$ cat src/rtl/fbc_pkg.sv
// package of constants for the flash bank command controller
package fbc_pkg;
    localparam int ADDR_W = 20;
    localparam int DATA_W = 16;
    // host register offsets (word index)
    localparam logic [3:0] REG_CTRL = 4'h0;
    localparam logic [3:0] REG_ADDR = 4'h1;
    localparam logic [3:0] REG_WDATA = 4'h2;
    localparam logic [3:0] REG_RDATA = 4'h3;
    localparam logic [3:0] REG_STAT = 4'h4;
    // control register command codes
    localparam logic [3:0] OP_READ = 4'h1;
    localparam logic [3:0] OP_RESET = 4'h2;
    localparam logic [3:0] OP_PROGRAM = 4'h3;
    localparam logic [3:0] OP_AUTOSEL = 4'h4;
    localparam logic [3:0] OP_BYP_ENTER = 4'h5;
    localparam logic [3:0] OP_BYP_PROG = 4'h6;
    localparam logic [3:0] OP_BYP_EXIT = 4'h7;
    localparam logic [3:0] OP_SEC_ENTER = 4'h8;
    localparam logic [3:0] OP_SEC_EXIT = 4'h9;
    localparam logic [3:0] OP_HW_RESET = 4'hA;
    // control register fields
    localparam int CTRL_ACCEL_BIT = 4;
    localparam int CTRL_BYTE_BIT = 5;
    // flash command addresses and data
    localparam logic [ADDR_W-1:0] UNLOCK_A1 = 20'h00555;
    localparam logic [ADDR_W-1:0] UNLOCK_A2 = 20'h002AA;
    localparam logic [7:0] UNLOCK_D1 = 8'hAA;
    localparam logic [7:0] UNLOCK_D2 = 8'h55;
    localparam logic [7:0] CMD_RESET = 8'hF0;
    localparam logic [7:0] CMD_AUTOSEL = 8'h90;
    localparam logic [7:0] CMD_PROGRAM = 8'hA0;
    localparam logic [7:0] CMD_BYPASS = 8'h20;
    localparam logic [7:0] CMD_BYP_RST1 = 8'h90;
    localparam logic [7:0] CMD_BYP_RST2 = 8'h00;
    localparam logic [7:0] CMD_SEC_ENTER = 8'h88;
    localparam logic [7:0] CMD_SEC_EXIT = 8'h90;
    localparam logic [7:0] CMD_SEC_EXIT2 = 8'h00;
    // bus timing in ns and cycles at 100 MHz
    localparam int CLK_NS = 10;
    localparam int STROBE_NS = 40;
    localparam int SETUP_NS = 20;
    localparam int ACCESS_NS = 70;
    localparam int HWRST_NS = 500;
    localparam int STROBE_CYC = (STROBE_NS + CLK_NS - 1) / CLK_NS;
    localparam int SETUP_CYC = (SETUP_NS + CLK_NS - 1) / CLK_NS;
    localparam int ACCESS_CYC = (ACCESS_NS + CLK_NS - 1) / CLK_NS;
    localparam int HWRST_CYC = (HWRST_NS + CLK_NS - 1) / CLK_NS;
endpackage

$ cat src/rtl/fbc_bus_cycle.sv
// one flash bus cycle: write or read with strobe timing
module fbc_bus_cycle #(
    parameter int ADDR_W = 20,
    parameter int DATA_W = 16
) (
    // clock and reset
    input wire logic clk_i,
    input wire logic arst_n_i,
    // request
    input wire logic start_i,
    input wire logic write_i,
    input wire logic [ADDR_W-1:0] addr_i,
    input wire logic [DATA_W-1:0] data_i,
    output logic done_o,
    output logic [DATA_W-1:0] rdata_o,
    // flash pins
    output logic [ADDR_W-1:0] fl_addr_o,
    output logic [DATA_W-1:0] fl_dq_o,
    output logic fl_dq_oe_n_o,
    input wire logic [DATA_W-1:0] fl_dq_i,
    output logic fl_ce_n_o,
    output logic fl_we_n_o,
    output logic fl_oe_n_o
);
    typedef enum logic [1:0] {CY_IDLE, CY_SETUP, CY_STROBE, CY_HOLD} fbc_cy_e;
    fbc_cy_e st_q;
    logic [7:0] cnt_q;
    logic wr_q;
    logic [DATA_W-1:0] s1_q, s2_q;
    logic cnt_zero;
    assign cnt_zero = (cnt_q == 8'h00);
    assign done_o = (st_q == CY_HOLD);

    // pin synchroniser for read data
    always_ff @(posedge clk_i or negedge arst_n_i) begin
        if (!arst_n_i) begin
            s1_q <= '0;
            s2_q <= '0;
        end else begin
            s1_q <= fl_dq_i;
            s2_q <= s1_q;
        end
    end

    // ce falls in the same cycle the address is driven; we falls later so address is latched on its edge
    always_ff @(posedge clk_i or negedge arst_n_i) begin
        if (!arst_n_i) begin
            st_q <= CY_IDLE;
            cnt_q <= 8'h00;
            wr_q <= 1'b0;
            fl_addr_o <= '0;
            fl_dq_o <= '0;
            fl_dq_oe_n_o <= 1'b1;
            fl_ce_n_o <= 1'b1;
            fl_we_n_o <= 1'b1;
            fl_oe_n_o <= 1'b1;
            rdata_o <= '0;
        end else begin
            case (st_q)
                CY_IDLE: begin
                    if (start_i) begin
                        wr_q <= write_i;
                        fl_addr_o <= addr_i;
                        fl_dq_o <= data_i;
                        fl_dq_oe_n_o <= ~write_i;
                        fl_ce_n_o <= 1'b0;
                        cnt_q <= 8'(fbc_pkg::SETUP_CYC);
                        st_q <= CY_SETUP;
                    end
                end
                CY_SETUP: begin
                    if (cnt_zero) begin
                        fl_we_n_o <= ~wr_q;
                        fl_oe_n_o <= wr_q;
                        cnt_q <= wr_q ? 8'(fbc_pkg::STROBE_CYC) : 8'(fbc_pkg::ACCESS_CYC + 2);
                        st_q <= CY_STROBE;
                    end else begin
                        cnt_q <= cnt_q - 8'h01;
                    end
                end
                CY_STROBE: begin
                    if (cnt_zero) begin
                        fl_we_n_o <= 1'b1;
                        fl_oe_n_o <= 1'b1;
                        rdata_o <= s2_q;
                        st_q <= CY_HOLD;
                    end else begin
                        cnt_q <= cnt_q - 8'h01;
                    end
                end
                CY_HOLD: begin
                    fl_ce_n_o <= 1'b1; // data held until after we rose first
                    fl_dq_oe_n_o <= 1'b1;
                    st_q <= CY_IDLE;
                end
                default: st_q <= CY_IDLE;
            endcase
        end
    end
endmodule

$ cat src/rtl/fbc_top.sv
// host controller that issues flash command sequences over the flash pins
//
// Design decisions made here: the placing of the registers and strobed register access.
module fbc_top (
    // clock and reset
    input wire logic CLK_I,
    input wire logic ARST_N_I,
    // register port
    input wire logic [3:0] ADDR_I,
    input wire logic [31:0] WDATA_I,
    input wire logic WR_I,
    input wire logic RD_I,
    output logic [31:0] RDATA_O,
    // flash pins
    output logic [19:0] FL_ADDR_O,
    output logic [15:0] FL_DQ_O,
    output logic FL_DQ_OE_N_O,
    input wire logic [15:0] FL_DQ_I,
    output logic FL_CE_N_O,
    output logic FL_WE_N_O,
    output logic FL_OE_N_O,
    output logic FL_HW_RESET_N_O,
    output logic FL_BYTE_WIDTH_SELECT_N_O,
    output logic FL_ACCEL_HV_O,
    input wire logic FL_READY_BUSY_N_I
);
    localparam int AW = fbc_pkg::ADDR_W;
    localparam int DW = fbc_pkg::DATA_W;
    typedef enum logic [2:0] {S_IDLE, S_CYCLE, S_WAIT, S_HWRST, S_POLL} fbc_state_e;

    ////////////////////////////////////////////////////////////////////////////
    // registers
    fbc_state_e st_q;
    logic [3:0] op_q;
    logic [2:0] step_q;
    logic [AW-1:0] tgt_addr_q;
    logic [DW-1:0] wdata_q;
    logic [DW-1:0] rdata_q;
    logic accel_q, byte_q, bypass_q, secure_q, err_q;
    logic [15:0] cnt_q;
    logic rb1_q, rb2_q;
    logic [31:0] rdata_out_q;
    logic start_q;
    // bus cycle engine
    logic cy_done;
    logic [DW-1:0] cy_rdata;
    logic cy_write;
    logic [AW-1:0] cy_addr;
    logic [DW-1:0] cy_data;
    logic [2:0] last_step;
    logic busy;

    ////////////////////////////////////////////////////////////////////////////
    // register decode
    wire wr_ctrl = WR_I && (ADDR_I == fbc_pkg::REG_CTRL);
    wire wr_addr = WR_I && (ADDR_I == fbc_pkg::REG_ADDR);
    wire wr_wdata = WR_I && (ADDR_I == fbc_pkg::REG_WDATA);
    wire [3:0] new_op = WDATA_I[3:0];
    assign busy = (st_q != S_IDLE);
    wire [31:0] stat_word = {27'h0, ~rb2_q, secure_q, bypass_q, err_q, busy};
    wire [31:0] rd_mux = (ADDR_I == fbc_pkg::REG_CTRL) ? {26'h0, byte_q, accel_q, op_q} :
                         (ADDR_I == fbc_pkg::REG_ADDR) ? {12'h0, tgt_addr_q} :
                         (ADDR_I == fbc_pkg::REG_WDATA) ? {16'h0, wdata_q} :
                         (ADDR_I == fbc_pkg::REG_RDATA) ? {16'h0, rdata_q} :
                         (ADDR_I == fbc_pkg::REG_STAT) ? stat_word : 32'h0000_0000;
    assign RDATA_O = rdata_out_q;
    assign FL_ACCEL_HV_O = accel_q;
    assign FL_BYTE_WIDTH_SELECT_N_O = ~byte_q;

    ////////////////////////////////////////////////////////////////////////////
    // sequence tables: unlocked commands send unlocks first, then command, then target; direct commands skip the unlocks
    wire [AW-1:0] tgt_a = tgt_addr_q;
    wire [7:0] wd8 = wdata_q[7:0];
    wire is_unlock1 = (step_q == 3'd0);
    wire is_unlock2 = (step_q == 3'd1);
    wire direct_op = (op_q == fbc_pkg::OP_READ) || (op_q == fbc_pkg::OP_RESET)
                   || (op_q == fbc_pkg::OP_BYP_PROG) || (op_q == fbc_pkg::OP_BYP_EXIT);
    // unlocked sequences: step 0/1 unlock, step 2 command, step 3 extra
    assign cy_write = (op_q != fbc_pkg::OP_READ);
    always_comb begin
        cy_addr = fbc_pkg::UNLOCK_A1;
        cy_data = {8'h00, fbc_pkg::UNLOCK_D1};
        last_step = 3'd2;
        if (direct_op) begin
            case (op_q)
                fbc_pkg::OP_READ: begin
                    cy_addr = tgt_a;
                    last_step = 3'd0;
                end
                fbc_pkg::OP_RESET: begin
                    cy_addr = tgt_a;
                    cy_data = {8'h00, fbc_pkg::CMD_RESET};
                    last_step = 3'd0;
                end
                fbc_pkg::OP_BYP_PROG: begin
                    cy_addr = (step_q == 3'd0) ? tgt_a : tgt_a;
                    cy_data = (step_q == 3'd0) ? {8'h00, fbc_pkg::CMD_PROGRAM} : wdata_q;
                    last_step = 3'd1;
                end
                default: begin
                    cy_addr = tgt_a;
                    cy_data = (step_q == 3'd0) ? {8'h00, fbc_pkg::CMD_BYP_RST1}
                                               : {8'h00, fbc_pkg::CMD_BYP_RST2};
                    last_step = 3'd1;
                end
            endcase
        end else if (is_unlock1) begin
            cy_addr = fbc_pkg::UNLOCK_A1;
            cy_data = {8'h00, fbc_pkg::UNLOCK_D1};
        end else if (is_unlock2) begin
            cy_addr = fbc_pkg::UNLOCK_A2;
            cy_data = {8'h00, fbc_pkg::UNLOCK_D2};
        end else begin
            case (op_q)
                fbc_pkg::OP_PROGRAM: begin
                    cy_addr = (step_q == 3'd2) ? fbc_pkg::UNLOCK_A1 : tgt_a;
                    cy_data = (step_q == 3'd2) ? {8'h00, fbc_pkg::CMD_PROGRAM} : wdata_q;
                    last_step = 3'd3;
                end
                fbc_pkg::OP_AUTOSEL: begin
                    cy_addr = tgt_a; // bank address carried in target
                    cy_data = {8'h00, fbc_pkg::CMD_AUTOSEL};
                end
                fbc_pkg::OP_BYP_ENTER: begin
                    cy_data = {8'h00, fbc_pkg::CMD_BYPASS};
                end
                fbc_pkg::OP_SEC_ENTER: begin
                    cy_data = {8'h00, fbc_pkg::CMD_SEC_ENTER};
                end
                fbc_pkg::OP_SEC_EXIT: begin
                    cy_data = (step_q == 3'd2) ? {8'h00, fbc_pkg::CMD_SEC_EXIT}
                                               : {8'h00, fbc_pkg::CMD_SEC_EXIT2};
                    last_step = 3'd3;
                end
                default: begin
                    cy_data = {8'h00, fbc_pkg::CMD_RESET};
                end
            endcase
        end
    end
    wire is_prog = (op_q == fbc_pkg::OP_PROGRAM) || (op_q == fbc_pkg::OP_BYP_PROG);
    wire poll_done = (cy_rdata[7] == wd8[7]); // completion poll bit matches data
    wire poll_limit = cy_rdata[5]; // time limit flag

    ////////////////////////////////////////////////////////////////////////////
    // ready/busy pin synchroniser
    always_ff @(posedge CLK_I or negedge ARST_N_I) begin
        if (!ARST_N_I) begin
            rb1_q <= 1'b1;
            rb2_q <= 1'b1;
        end else begin
            rb1_q <= FL_READY_BUSY_N_I;
            rb2_q <= rb1_q;
        end
    end

    // register port read data, one cycle after the strobe
    always_ff @(posedge CLK_I or negedge ARST_N_I) begin
        if (!ARST_N_I) begin
            rdata_out_q <= 32'h0000_0000;
        end else begin
            rdata_out_q <= RD_I ? rd_mux : 32'h0000_0000;
        end
    end

    // configuration registers
    always_ff @(posedge CLK_I or negedge ARST_N_I) begin
        if (!ARST_N_I) begin
            tgt_addr_q <= '0;
            wdata_q <= '0;
            accel_q <= 1'b0;
            byte_q <= 1'b0;
        end else begin
            if (wr_addr) tgt_addr_q <= WDATA_I[AW-1:0];
            if (wr_wdata) wdata_q <= WDATA_I[DW-1:0];
            if (wr_ctrl) begin
                accel_q <= WDATA_I[fbc_pkg::CTRL_ACCEL_BIT];
                byte_q <= WDATA_I[fbc_pkg::CTRL_BYTE_BIT];
            end
        end
    end

    // sequencer: one flash cycle per step; commands refused while busy
    always_ff @(posedge CLK_I or negedge ARST_N_I) begin
        if (!ARST_N_I) begin
            st_q <= S_IDLE;
            op_q <= 4'h0;
            step_q <= 3'd0;
            start_q <= 1'b0;
            cnt_q <= 16'h0000;
            bypass_q <= 1'b0;
            secure_q <= 1'b0;
            err_q <= 1'b0;
            rdata_q <= '0;
            FL_HW_RESET_N_O <= 1'b1;
        end else begin
            start_q <= 1'b0;
            case (st_q)
                S_IDLE: begin
                    if (wr_ctrl && new_op == fbc_pkg::OP_HW_RESET) begin
                        FL_HW_RESET_N_O <= 1'b0; // abort
                        cnt_q <= 16'(fbc_pkg::HWRST_CYC);
                        op_q <= new_op;
                        st_q <= S_HWRST;
                    end else if (wr_ctrl && new_op >= fbc_pkg::OP_READ && new_op <= fbc_pkg::OP_SEC_EXIT) begin
                        op_q <= new_op;
                        step_q <= 3'd0;
                        err_q <= 1'b0;
                        start_q <= 1'b1;
                        st_q <= S_CYCLE;
                    end
                end
                S_CYCLE: begin
                    if (cy_done) begin
                        if (step_q != last_step) begin
                            step_q <= step_q + 3'd1;
                            start_q <= 1'b1;
                        end else if (is_prog) begin
                            st_q <= S_POLL; // no command issued while programming
                            start_q <= 1'b1;
                            op_q <= fbc_pkg::OP_READ;
                            step_q <= 3'd0;
                        end else begin
                            if (op_q == fbc_pkg::OP_READ) rdata_q <= cy_rdata;
                            if (op_q == fbc_pkg::OP_BYP_ENTER) bypass_q <= 1'b1;
                            if (op_q == fbc_pkg::OP_BYP_EXIT) bypass_q <= 1'b0;
                            if (op_q == fbc_pkg::OP_SEC_ENTER) secure_q <= 1'b1;
                            if (op_q == fbc_pkg::OP_SEC_EXIT) secure_q <= 1'b0;
                            st_q <= S_IDLE;
                        end
                    end
                end
                S_POLL: begin
                    if (cy_done) begin
                        rdata_q <= cy_rdata;
                        if (poll_done) begin
                            st_q <= S_IDLE;
                        end else if (poll_limit) begin
                            err_q <= 1'b1; // host must write reset next
                            st_q <= S_IDLE;
                        end else begin
                            start_q <= 1'b1;
                        end
                    end
                end
                S_HWRST: begin
                    if (cnt_q == 16'h0000) begin
                        FL_HW_RESET_N_O <= 1'b1;
                        bypass_q <= 1'b0;
                        secure_q <= 1'b0;
                        st_q <= S_IDLE;
                    end else begin
                        cnt_q <= cnt_q - 16'h0001;
                    end
                end
                default: st_q <= S_IDLE;
            endcase
        end
    end

    ////////////////////////////////////////////////////////////////////////////
    // flash bus cycle engine
    fbc_bus_cycle #(.ADDR_W(AW), .DATA_W(DW)) u_cycle (
        .clk_i(CLK_I),
        .arst_n_i(ARST_N_I),
        .start_i(start_q),
        .write_i(cy_write),
        .addr_i(cy_addr),
        .data_i(cy_data),
        .done_o(cy_done),
        .rdata_o(cy_rdata),
        .fl_addr_o(FL_ADDR_O),
        .fl_dq_o(FL_DQ_O),
        .fl_dq_oe_n_o(FL_DQ_OE_N_O),
        .fl_dq_i(FL_DQ_I),
        .fl_ce_n_o(FL_CE_N_O),
        .fl_we_n_o(FL_WE_N_O),
        .fl_oe_n_o(FL_OE_N_O)
    );
endmodule

$ cat config.mk
export PLATFORM = sky130hd
export DESIGN_NAME = fbc_top
export DESIGN_NICKNAME = d
export VERILOG_FILES = /design/src/rtl/fbc_pkg.sv /design/src/rtl/fbc_bus_cycle.sv /design/src/rtl/fbc_top.sv
export SDC_FILE = /design/constraint.sdc
export NUM_CORES = 1
export LEC_CHECK = 0
export ABC_AREA = 1
export BUFFER_PORTS_ARGS = -buffer_cell sky130_fd_sc_hd__buf_2
export CORE_MARGIN = 2
export CORE_UTILIZATION = 40
export CTS_CLUSTER_SIZE = 40
export DETAILED_ROUTE_END_ITERATION = 7
export PLACE_DENSITY = 0.64
export SLEW_MARGIN = 10
export SYNTH_ARGS = -nofsm -noshare
export SYNTH_HDL_FRONTEND = slang
export SYNTH_SLANG_ARGS = --single-unit
$ cat constraint.sdc
create_clock -name CLK_I -period 1.83 [get_ports CLK_I]
set_clock_uncertainty 0.1 [all_clocks]
set_input_delay 0.549 -clock CLK_I [delete_from_list [all_inputs] [get_ports CLK_I]]
set_output_delay 0.549 -clock CLK_I [all_outputs]
set_load 0.05 [all_outputs]
# ---- Word-level counts from Yosys, hierarchy flattened
# Cells that the tools add are included.
dict set report word_totals {
  elab_cells 232
  register_bits 206
  in_bits 57
  output_inout_bits 75
}
dict set report op_classes {
  bitwise_logic 4
  n_lt_le_gt_ge 2
  n_eq_ne 47
  add_sub_neg 3
  n_reduce_logical 42
  mux 105
}
# op n
set op_table {}
lappend op_table {{$mux W16} 14}
lappend op_table {{$mux W20} 7}
lappend op_table {{$pmux W16 S5} 1}
lappend op_table {{$pmux W16 S2} 2}
lappend op_table {{$pmux W16 S3} 1}
lappend op_table {{$mux W3} 15}
lappend op_table {{$mux W8} 5}
lappend op_table {{$pmux W20 S2} 1}
lappend op_table {{$mux W1} 35}
lappend op_table {{$reduce_and A6 Y1} 5}
lappend op_table {{$ne A2 B2 Y1 const B} 14}
lappend op_table {{$mux W4} 6}
lappend op_table {{$pmux W8 S3} 1}
lappend op_table {{$eq A4 B3 Y1 const B} 5}
lappend op_table {{$eq A4 B2 Y1 const B} 4}
lappend op_table {{$logic_not A16 Y1} 1}
lappend op_table {{$pmux W1 S2} 8}
lappend op_table {{$sub A16 B1 Y16 const B} 1}
lappend op_table {{$reduce_and A3 Y1} 5}
lappend op_table {{$reduce_bool A2 Y1} 7}
lappend op_table {{$eq A4 B4 Y1 const B} 3}
lappend op_table {{$ne A3 B3 Y1 const B} 4}
lappend op_table {{$pmux W3 S4} 1}
lappend op_table {{$reduce_and A5 Y1} 2}
lappend op_table {{31 further kinds} 55}

# ---- Longest topological paths before layout
dict set report logic_depth {
  depth_word 10
  mapped_depth 15
  mapped_depth_nobuf 15
}

# ---- Hierarchy
# A second synthesis with hierarchy kept.
dict set report unflattened {
  hier_cells 1156
  hier_area_um2 9669.3
}
# mod instances area_per_inst_um2 seq_area_each_um2 cells_each
set by_module_without_submodules {}
lappend by_module_without_submodules {fbc_top 1 5859.4 2681.3 768}
lappend by_module_without_submodules {fbc_bus_cycle 1 3809.9 2482.4 388}

# ---- Worst setup path after synthesis
# No wires, ideal clock.
dict set report synth_timing {
  kind {reg2reg}
  start {reg step_q[0]}
  end {reg rdata_q[11]}
  n_path_buf 2
  setup_slack_ps -144
  setup_ps 116
  synth_period_minus_slack_ps 1974
  stages_incl_launch_ff 16
  arrival_ps 1757
  required_time_ps 1614
  path_cell_list {dfrtp_1 > inv_1 > ha_1 > inv_1 > nor2_1 > nor2_1 > nand2_2 > nand2_4 > nand2_2 > nand2_2 > nand4_4 > nand2_4 > buf_8 > buf_12 > nand3_2 > nand2_1}
}
dict set report synth_via {
  elab_chain_cells 7
  elab_cells_between_ends 8
  classes_between {eq/ne (3); mux (3); reduce/logical (2)}
}
# element line
set synth_rtl {}
lappend synth_rtl {{from (decl)} fbc_top.sv:35} ;# logic [2:0] step_q;
lappend synth_rtl {{from (signal assigned)} fbc_top.sv:216} ;# step_q <= step_q + 3'd1;
lappend synth_rtl {{$eq A3 B1 Y1} fbc_top.sv:75} ;# wire is_unlock2 = (step_q == 3'd1);
lappend synth_rtl {{$mux W1} fbc_top.sv:110} ;# end else if (is_unlock2) begin
lappend synth_rtl {{$mux W1} fbc_top.sv:107} ;# end else if (is_unlock1) begin
lappend synth_rtl {{$mux W3} fbc_top.sv:84} ;# if (direct_op) begin
lappend synth_rtl {{$ne A3 B3 Y1 *} fbc_top.sv:215} ;# if (step_q != last_step) begin
lappend synth_rtl {{$ne A2 B2 Y1 (no source line) *} n/a}
lappend synth_rtl {{$reduce_and A6 Y1 (no source line) *} n/a}
lappend synth_rtl {{to (signal assigned)} fbc_top.sv:224} ;# if (op_q == fbc_pkg::OP_READ) rdata_q <= cy_rdata;
lappend synth_rtl {{to (signal assigned)} fbc_top.sv:235} ;# rdata_q <= cy_rdata;
lappend synth_rtl {{to (decl)} fbc_top.sv:38} ;# logic [DW-1:0] rdata_q;
# Every way passes the cells marked *; elsewhere a longest branch is shown, timed or not.
# A chain may end at the register's enable or synchronous reset.

# ---- Worst setup path after layout
dict set report layout_timing {
  start {reg step_q[0]}
  end {reg op_q[2]}
}
dict set report layout_via {
  elab_chain_cells 7
  elab_cells_between_ends 8
  classes_between {eq/ne (3); mux (3); reduce/logical (2)}
}
# element line
set layout_rtl {}
lappend layout_rtl {{$eq A3 B1 Y1} fbc_top.sv:75}
lappend layout_rtl {{$mux W1} fbc_top.sv:110}
lappend layout_rtl {{$mux W1} fbc_top.sv:107}
lappend layout_rtl {{$mux W3} fbc_top.sv:84}
lappend layout_rtl {{$ne A3 B3 Y1 *} fbc_top.sv:215}
lappend layout_rtl {{$ne A2 B2 Y1 (no source line) *} n/a}
lappend layout_rtl {{$reduce_and A5 Y1 (no source line) *} n/a}
lappend layout_rtl {{to (signal assigned)} fbc_top.sv:203} ;# op_q <= new_op;
lappend layout_rtl {{to (signal assigned)} fbc_top.sv:206} ;# op_q <= new_op;
lappend layout_rtl {{to (signal assigned)} fbc_top.sv:221} ;# op_q <= fbc_pkg::OP_READ;
lappend layout_rtl {{to (decl)} fbc_top.sv:34} ;# logic [3:0] op_q;
# Marked as above.

==> flow_metrics.env <==
export IMPL_synth_edff_count=0
export IMPL_number_of_cells_after_detailed_placement=1544
export IMPL_yosys_register_bits=206
export IMPL_post_route_setup_tns_ns=-1.162
export IMPL_routed_via_density=4.819
export IMPL_synth_adder_area_share_pct=1.337
export IMPL_crit_path_start_kind="register"
export IMPL_io_pins=132
export IMPL_worst_hold_path_type="input pin to register"
export IMPL_num_nets_final=1350
export IMPL_grt_first_pass_wirelength_um=37750
export IMPL_fin_crit_sh_pct=104.0
export IMPL_timing_worst_setup_path_type="register to register"
export IMPL_crit_path_max_fanout=4
export IMPL_synthSimpleGateAreaFrac_pct=22.99
export IMPL_setup_worst_path_start="step_q[0]"
export IMPL_postSynthCellCount=1043
export IMPL_die_height_um=157.0
export IMPL_min_delay_start="FL_DQ_I[13]"
export IMPL_gp_routability_congestion=0.8658
export IMPL_rsz0062_at_grt="yes"
export IMPL_power_density_cell_area_nw_per_um2=1552
export IMPL_layout_filler_cells=1979
export IMPL_main_combinational_cell_family_by_area_after_synthesis="simple AND/OR/NAND/NOR gates"
export IMPL_floorplan_die_width_um=157.0
export IMPL_cp_arrival_ns=2.20
export IMPL_layout_setup_ws_ns=-0.07323
export IMPL_synth_warnings=0
export IMPL_rr_startpoint="step_q[0]"
export IMPL_cts_buffers=23
export IMPL_start_util_pct=41.09
export IMPL_violations="negative setup slack"
export IMPL_final_layout_size_suffix_gt1_share_pct=34.26
export IMPL_yosys_area_top_type_share_pct=53.21
export IMPL_netlist_top_cells_area="sky130_fd_sc_hd__dfrtp_1 53%, sky130_fd_sc_hd__nand2_1 9.7%, sky130_fd_sc_hd__o21ai_0 4.9%, sky130_fd_sc_hd__nor2_1 4.1%, sky130_fd_sc_hd__inv_1 3.9%"
export IMPL_floorplan_rows=55
export IMPL_diodes=0
export IMPL_detail_route_drc_violations=0
export IMPL_timing_critical_path_mode_cell="sky130_fd_sc_hd__nand2_4"
export IMPL_finalSetupViolCount=27
export IMPL_worst_ep_required_time_ns=2.13
export IMPL_post_synth_mux_area_share_pct=1.805
export IMPL_status="finished, violations left"
export IMPL_core_region_area_sq_um=22780
export IMPL_syn_area_sq_um=9359
export IMPL_post_synth_top_count_cell="sky130_fd_sc_hd__nand2_1"
export IMPL_finalCriticalPeriod_ns=1.903
export IMPL_first_iter_violations=432
export IMPL_ys_types=52
export IMPL_gr_total_overflow=0
export IMPL_max_cap_violations=0
export IMPL_buffer_depth_of_the_longest_clock_path=3
export IMPL_post_route_non_filler_standard_cell_count=1612
export IMPL_yosys_area_share_xor_xnor_pct=1.217
export IMPL_clk_transition_reported_paths_ns=0.06
export IMPL_htree_num_levels=1
export IMPL_worstSetupEndpointType="register"
export IMPL_yosysSeqAreaShare_pct=55.17
export IMPL_synthArstFlopShare_pct=100.0
export IMPL_vdd_ir_drop_max_uv=1012
export IMPL_drtPass1Iterations=5
export IMPL_post_drt_wl_per_cell_um=14.84
export IMPL_total_leakage_power_nw=6.300
export IMPL_hold_viol_final=0
export IMPL_post_synth_top_area_cell="sky130_fd_sc_hd__dfrtp_1"
export IMPL_grt_start_max_net_pins=45
export IMPL_routed_wl_um=23920
export IMPL_die_area_sq_um=24640
export IMPL_grt_antenna_before_repair=0
export IMPL_detailedPlacementHpwl_um=16970
export IMPL_grt_total_usage_pct=19.06
export IMPL_synthesized_area_fraction_occupied_by_ao_oa_aoi_and_oai_cells_pct=10.66
export IMPL_critical_path_max_stage_delay_ns=0.44
export IMPL_syn_area_cell_sq_um=8.973
export IMPL_timing_critical_path_cells="ha_4, inv_4, nor2_4, nor2_4, nand2_2, nand2_4, nand2_4, nand2_4, nand3_4, nand2_4, nand4_1, nand2_1, nand2_1"
export IMPL_tritoncts_clock_tree="built"
export IMPL_master_of_the_slowest_instance_on_the_critical_path="sky130_fd_sc_hd__dfrtp_2"
export IMPL_first_global_vias=7504
export IMPL_area_growth_syn_to_layout_pct=35.24
export IMPL_tritoncts_num_sinks=206
export IMPL_ctsRootBufferMaster="sky130_fd_sc_hd__clkbuf_16"
export IMPL_port_buffers=107
export IMPL_max_freq_ghz=0.5254
export IMPL_synth_ff_type="sky130_fd_sc_hd__dfrtp_1"
export IMPL_clock_insertion_delay_worst_skew_ns=0.53
export IMPL_post_synth_most_frequent_cells="243 x sky130_fd_sc_hd__nand2_1, 199 x sky130_fd_sc_hd__dfrtp_1, 101 x sky130_fd_sc_hd__nor2_1"
export IMPL_vias=7768
export IMPL_slew_violations=0
export IMPL_detail_route_antenna_nets=0
==> layer usage <==
| layer | track usage [%] | wire, um |
|---|---|---|
| met5 | 0 | 0 |
| met2 | 31.41 | 11320 |
| met4 | 6.466 | 751 |
| met1 | 25.85 | 10690 |
| met3 | 2.808 | 1155 |
==> state kept, by name (all words and copies together), names as in the netlist, 2 cells and up <==
name               count
u_cycle.fl_addr_o     20
rdata_q               16
wdata_q               16
u_cycle.s2_q          16
RDATA_O               20
cnt_q                 16
st_q                   3
op_q                   4
step_q                 3
tgt_a                 20
u_cycle.st_q           2
u_cycle.rdata_o       16
u_cycle.s1_q          16
u_cycle.cnt_q          8
u_cycle.fl_dq_o       16
==> placed cells by master, fill, tap and decap left out, types with 7 or more instances in the layout <==
cell type	instances
sky130_fd_sc_hd__nand3_1	32
sky130_fd_sc_hd__nor2_1	87
sky130_fd_sc_hd__ha_4	7
sky130_fd_sc_hd__mux2_2	15
sky130_fd_sc_hd__xor2_1	7
sky130_fd_sc_hd__buf_2	89
sky130_fd_sc_hd__buf_4	118
sky130_fd_sc_hd__clkbuf_16	23
sky130_fd_sc_hd__nor2_4	20
sky130_fd_sc_hd__buf_12	9
sky130_fd_sc_hd__nand4_1	15
sky130_fd_sc_hd__dfstp_2	7
sky130_fd_sc_hd__o31ai_1	7
sky130_fd_sc_hd__inv_1	77
sky130_fd_sc_hd__a31oi_1	8
sky130_fd_sc_hd__buf_6	11
sky130_fd_sc_hd__o21ai_1	14
sky130_fd_sc_hd__nand2_4	15
sky130_fd_sc_hd__inv_2	24
sky130_fd_sc_hd__clkbuf_8	7
sky130_fd_sc_hd__nand3_2	16
sky130_fd_sc_hd__nor3_1	21
sky130_fd_sc_hd__a21oi_1	44
sky130_fd_sc_hd__buf_8	8
sky130_fd_sc_hd__nand2_2	20
sky130_fd_sc_hd__nand2_1	221
sky130_fd_sc_hd__o21ai_2	8
sky130_fd_sc_hd__conb_1	12
sky130_fd_sc_hd__dfrtp_1	195
sky130_fd_sc_hd__o21ai_0	77
==> where the power goes <==
group / leakage [nW] / total (mW) / internal (mW) / switching, mW
logic: 3.37 / 8.69 / 3.47 / 5.22
registers: 2.55 / 6.42 / 5.61 / 0.813
clock network: 0.379 / 4.54 / 2.70 / 1.83
total: 6.30 / 19.6 / 11.8 / 7.86
==> path summary, 6_finish.rpt <==
kind	endpoint	slack, ns	cells after the start
max	op_q[2]	-0.07	13
min	u_cycle.s1_q[13]	0.02	1
max reg2reg	op_q[2]	-0.07	13
min reg2reg	u_cycle.s2_q[14]	0.25	0
max in group asynchronous	rdata_q[3]	0.61	3
min in group asynchronous	cnt_q[12]	0.44	2
==> worst max-delay path: cells and delay by family (launching register included) <==
| kind | cells | cell delay, ns |
|---|---|---|
| adder cells (fa/ha/maj) | 1 | 0.17 |
| buffers and inverters | 1 | 0.05 |
| flip-flops | 1 | 0.44 |
| AND/OR/NAND/NOR | 11 | 1.02 |
==> kinds of logic (layout without fill, tap and decap cells) <==
family	after synthesis	count (layout)
simple gates	470	473
other cells	1	12
flops	206	206
mux	15	15
compound gates	181	181
buf+inv	147	389
xor+xnor	13	13
fa+ha+maj	10	10
==> through the flow <==
step / setup slack, ns / hold slack (ns) / area [sq um] / total power [mW] / utilization, %
2_1_floorplan: -0.05015 / 0.1534 / 9505 / 11.07 / -
3_3_place_gp: -0.2291 / 0.2313 / 11130 / 13.43 / 48.84
3_5_place_dp: -0.2714 / 0.2347 / 11130 / 13.56 / 48.84
4_1_cts: -0.08967 / 0.001239 / 12220 / 18.89 / 53.64
5_1_grt: -0.2393 / 0.004473 / 12660 / 20.86 / 55.57
6_report: -0.07323 / 0.02451 / 12660 / 19.65 / 55.57
==> layout make-up <==
| type | instances | area, sq um | share of cell area (%) |
|---|---|---|---|
| clock inverters | 8 | 80.08 | 0.6327 |
| multi-input cells | 704 | 4114 | 32.50 |
| flip-flops and latches | 206 | 5169 | 40.84 |
| repair buffers | 242 | 1817 | 14.35 |
| well taps | 313 | 391.6 | 3.094 |
| inverters | 106 | 412.9 | 3.262 |
| clock buffers | 33 | 673.1 | 5.318 |
==> what timing repair did <==
action	in CTS	in global routing
pin swaps	17	29
setup endpoints to repair	86	109
gates cloned	2	2
resized for setup	80	93
hold buffers	1	0
setup buffers	5	18
endpoints found under the hold margin	35	0
Note: power is estimated with default switching activity, not from simulation.
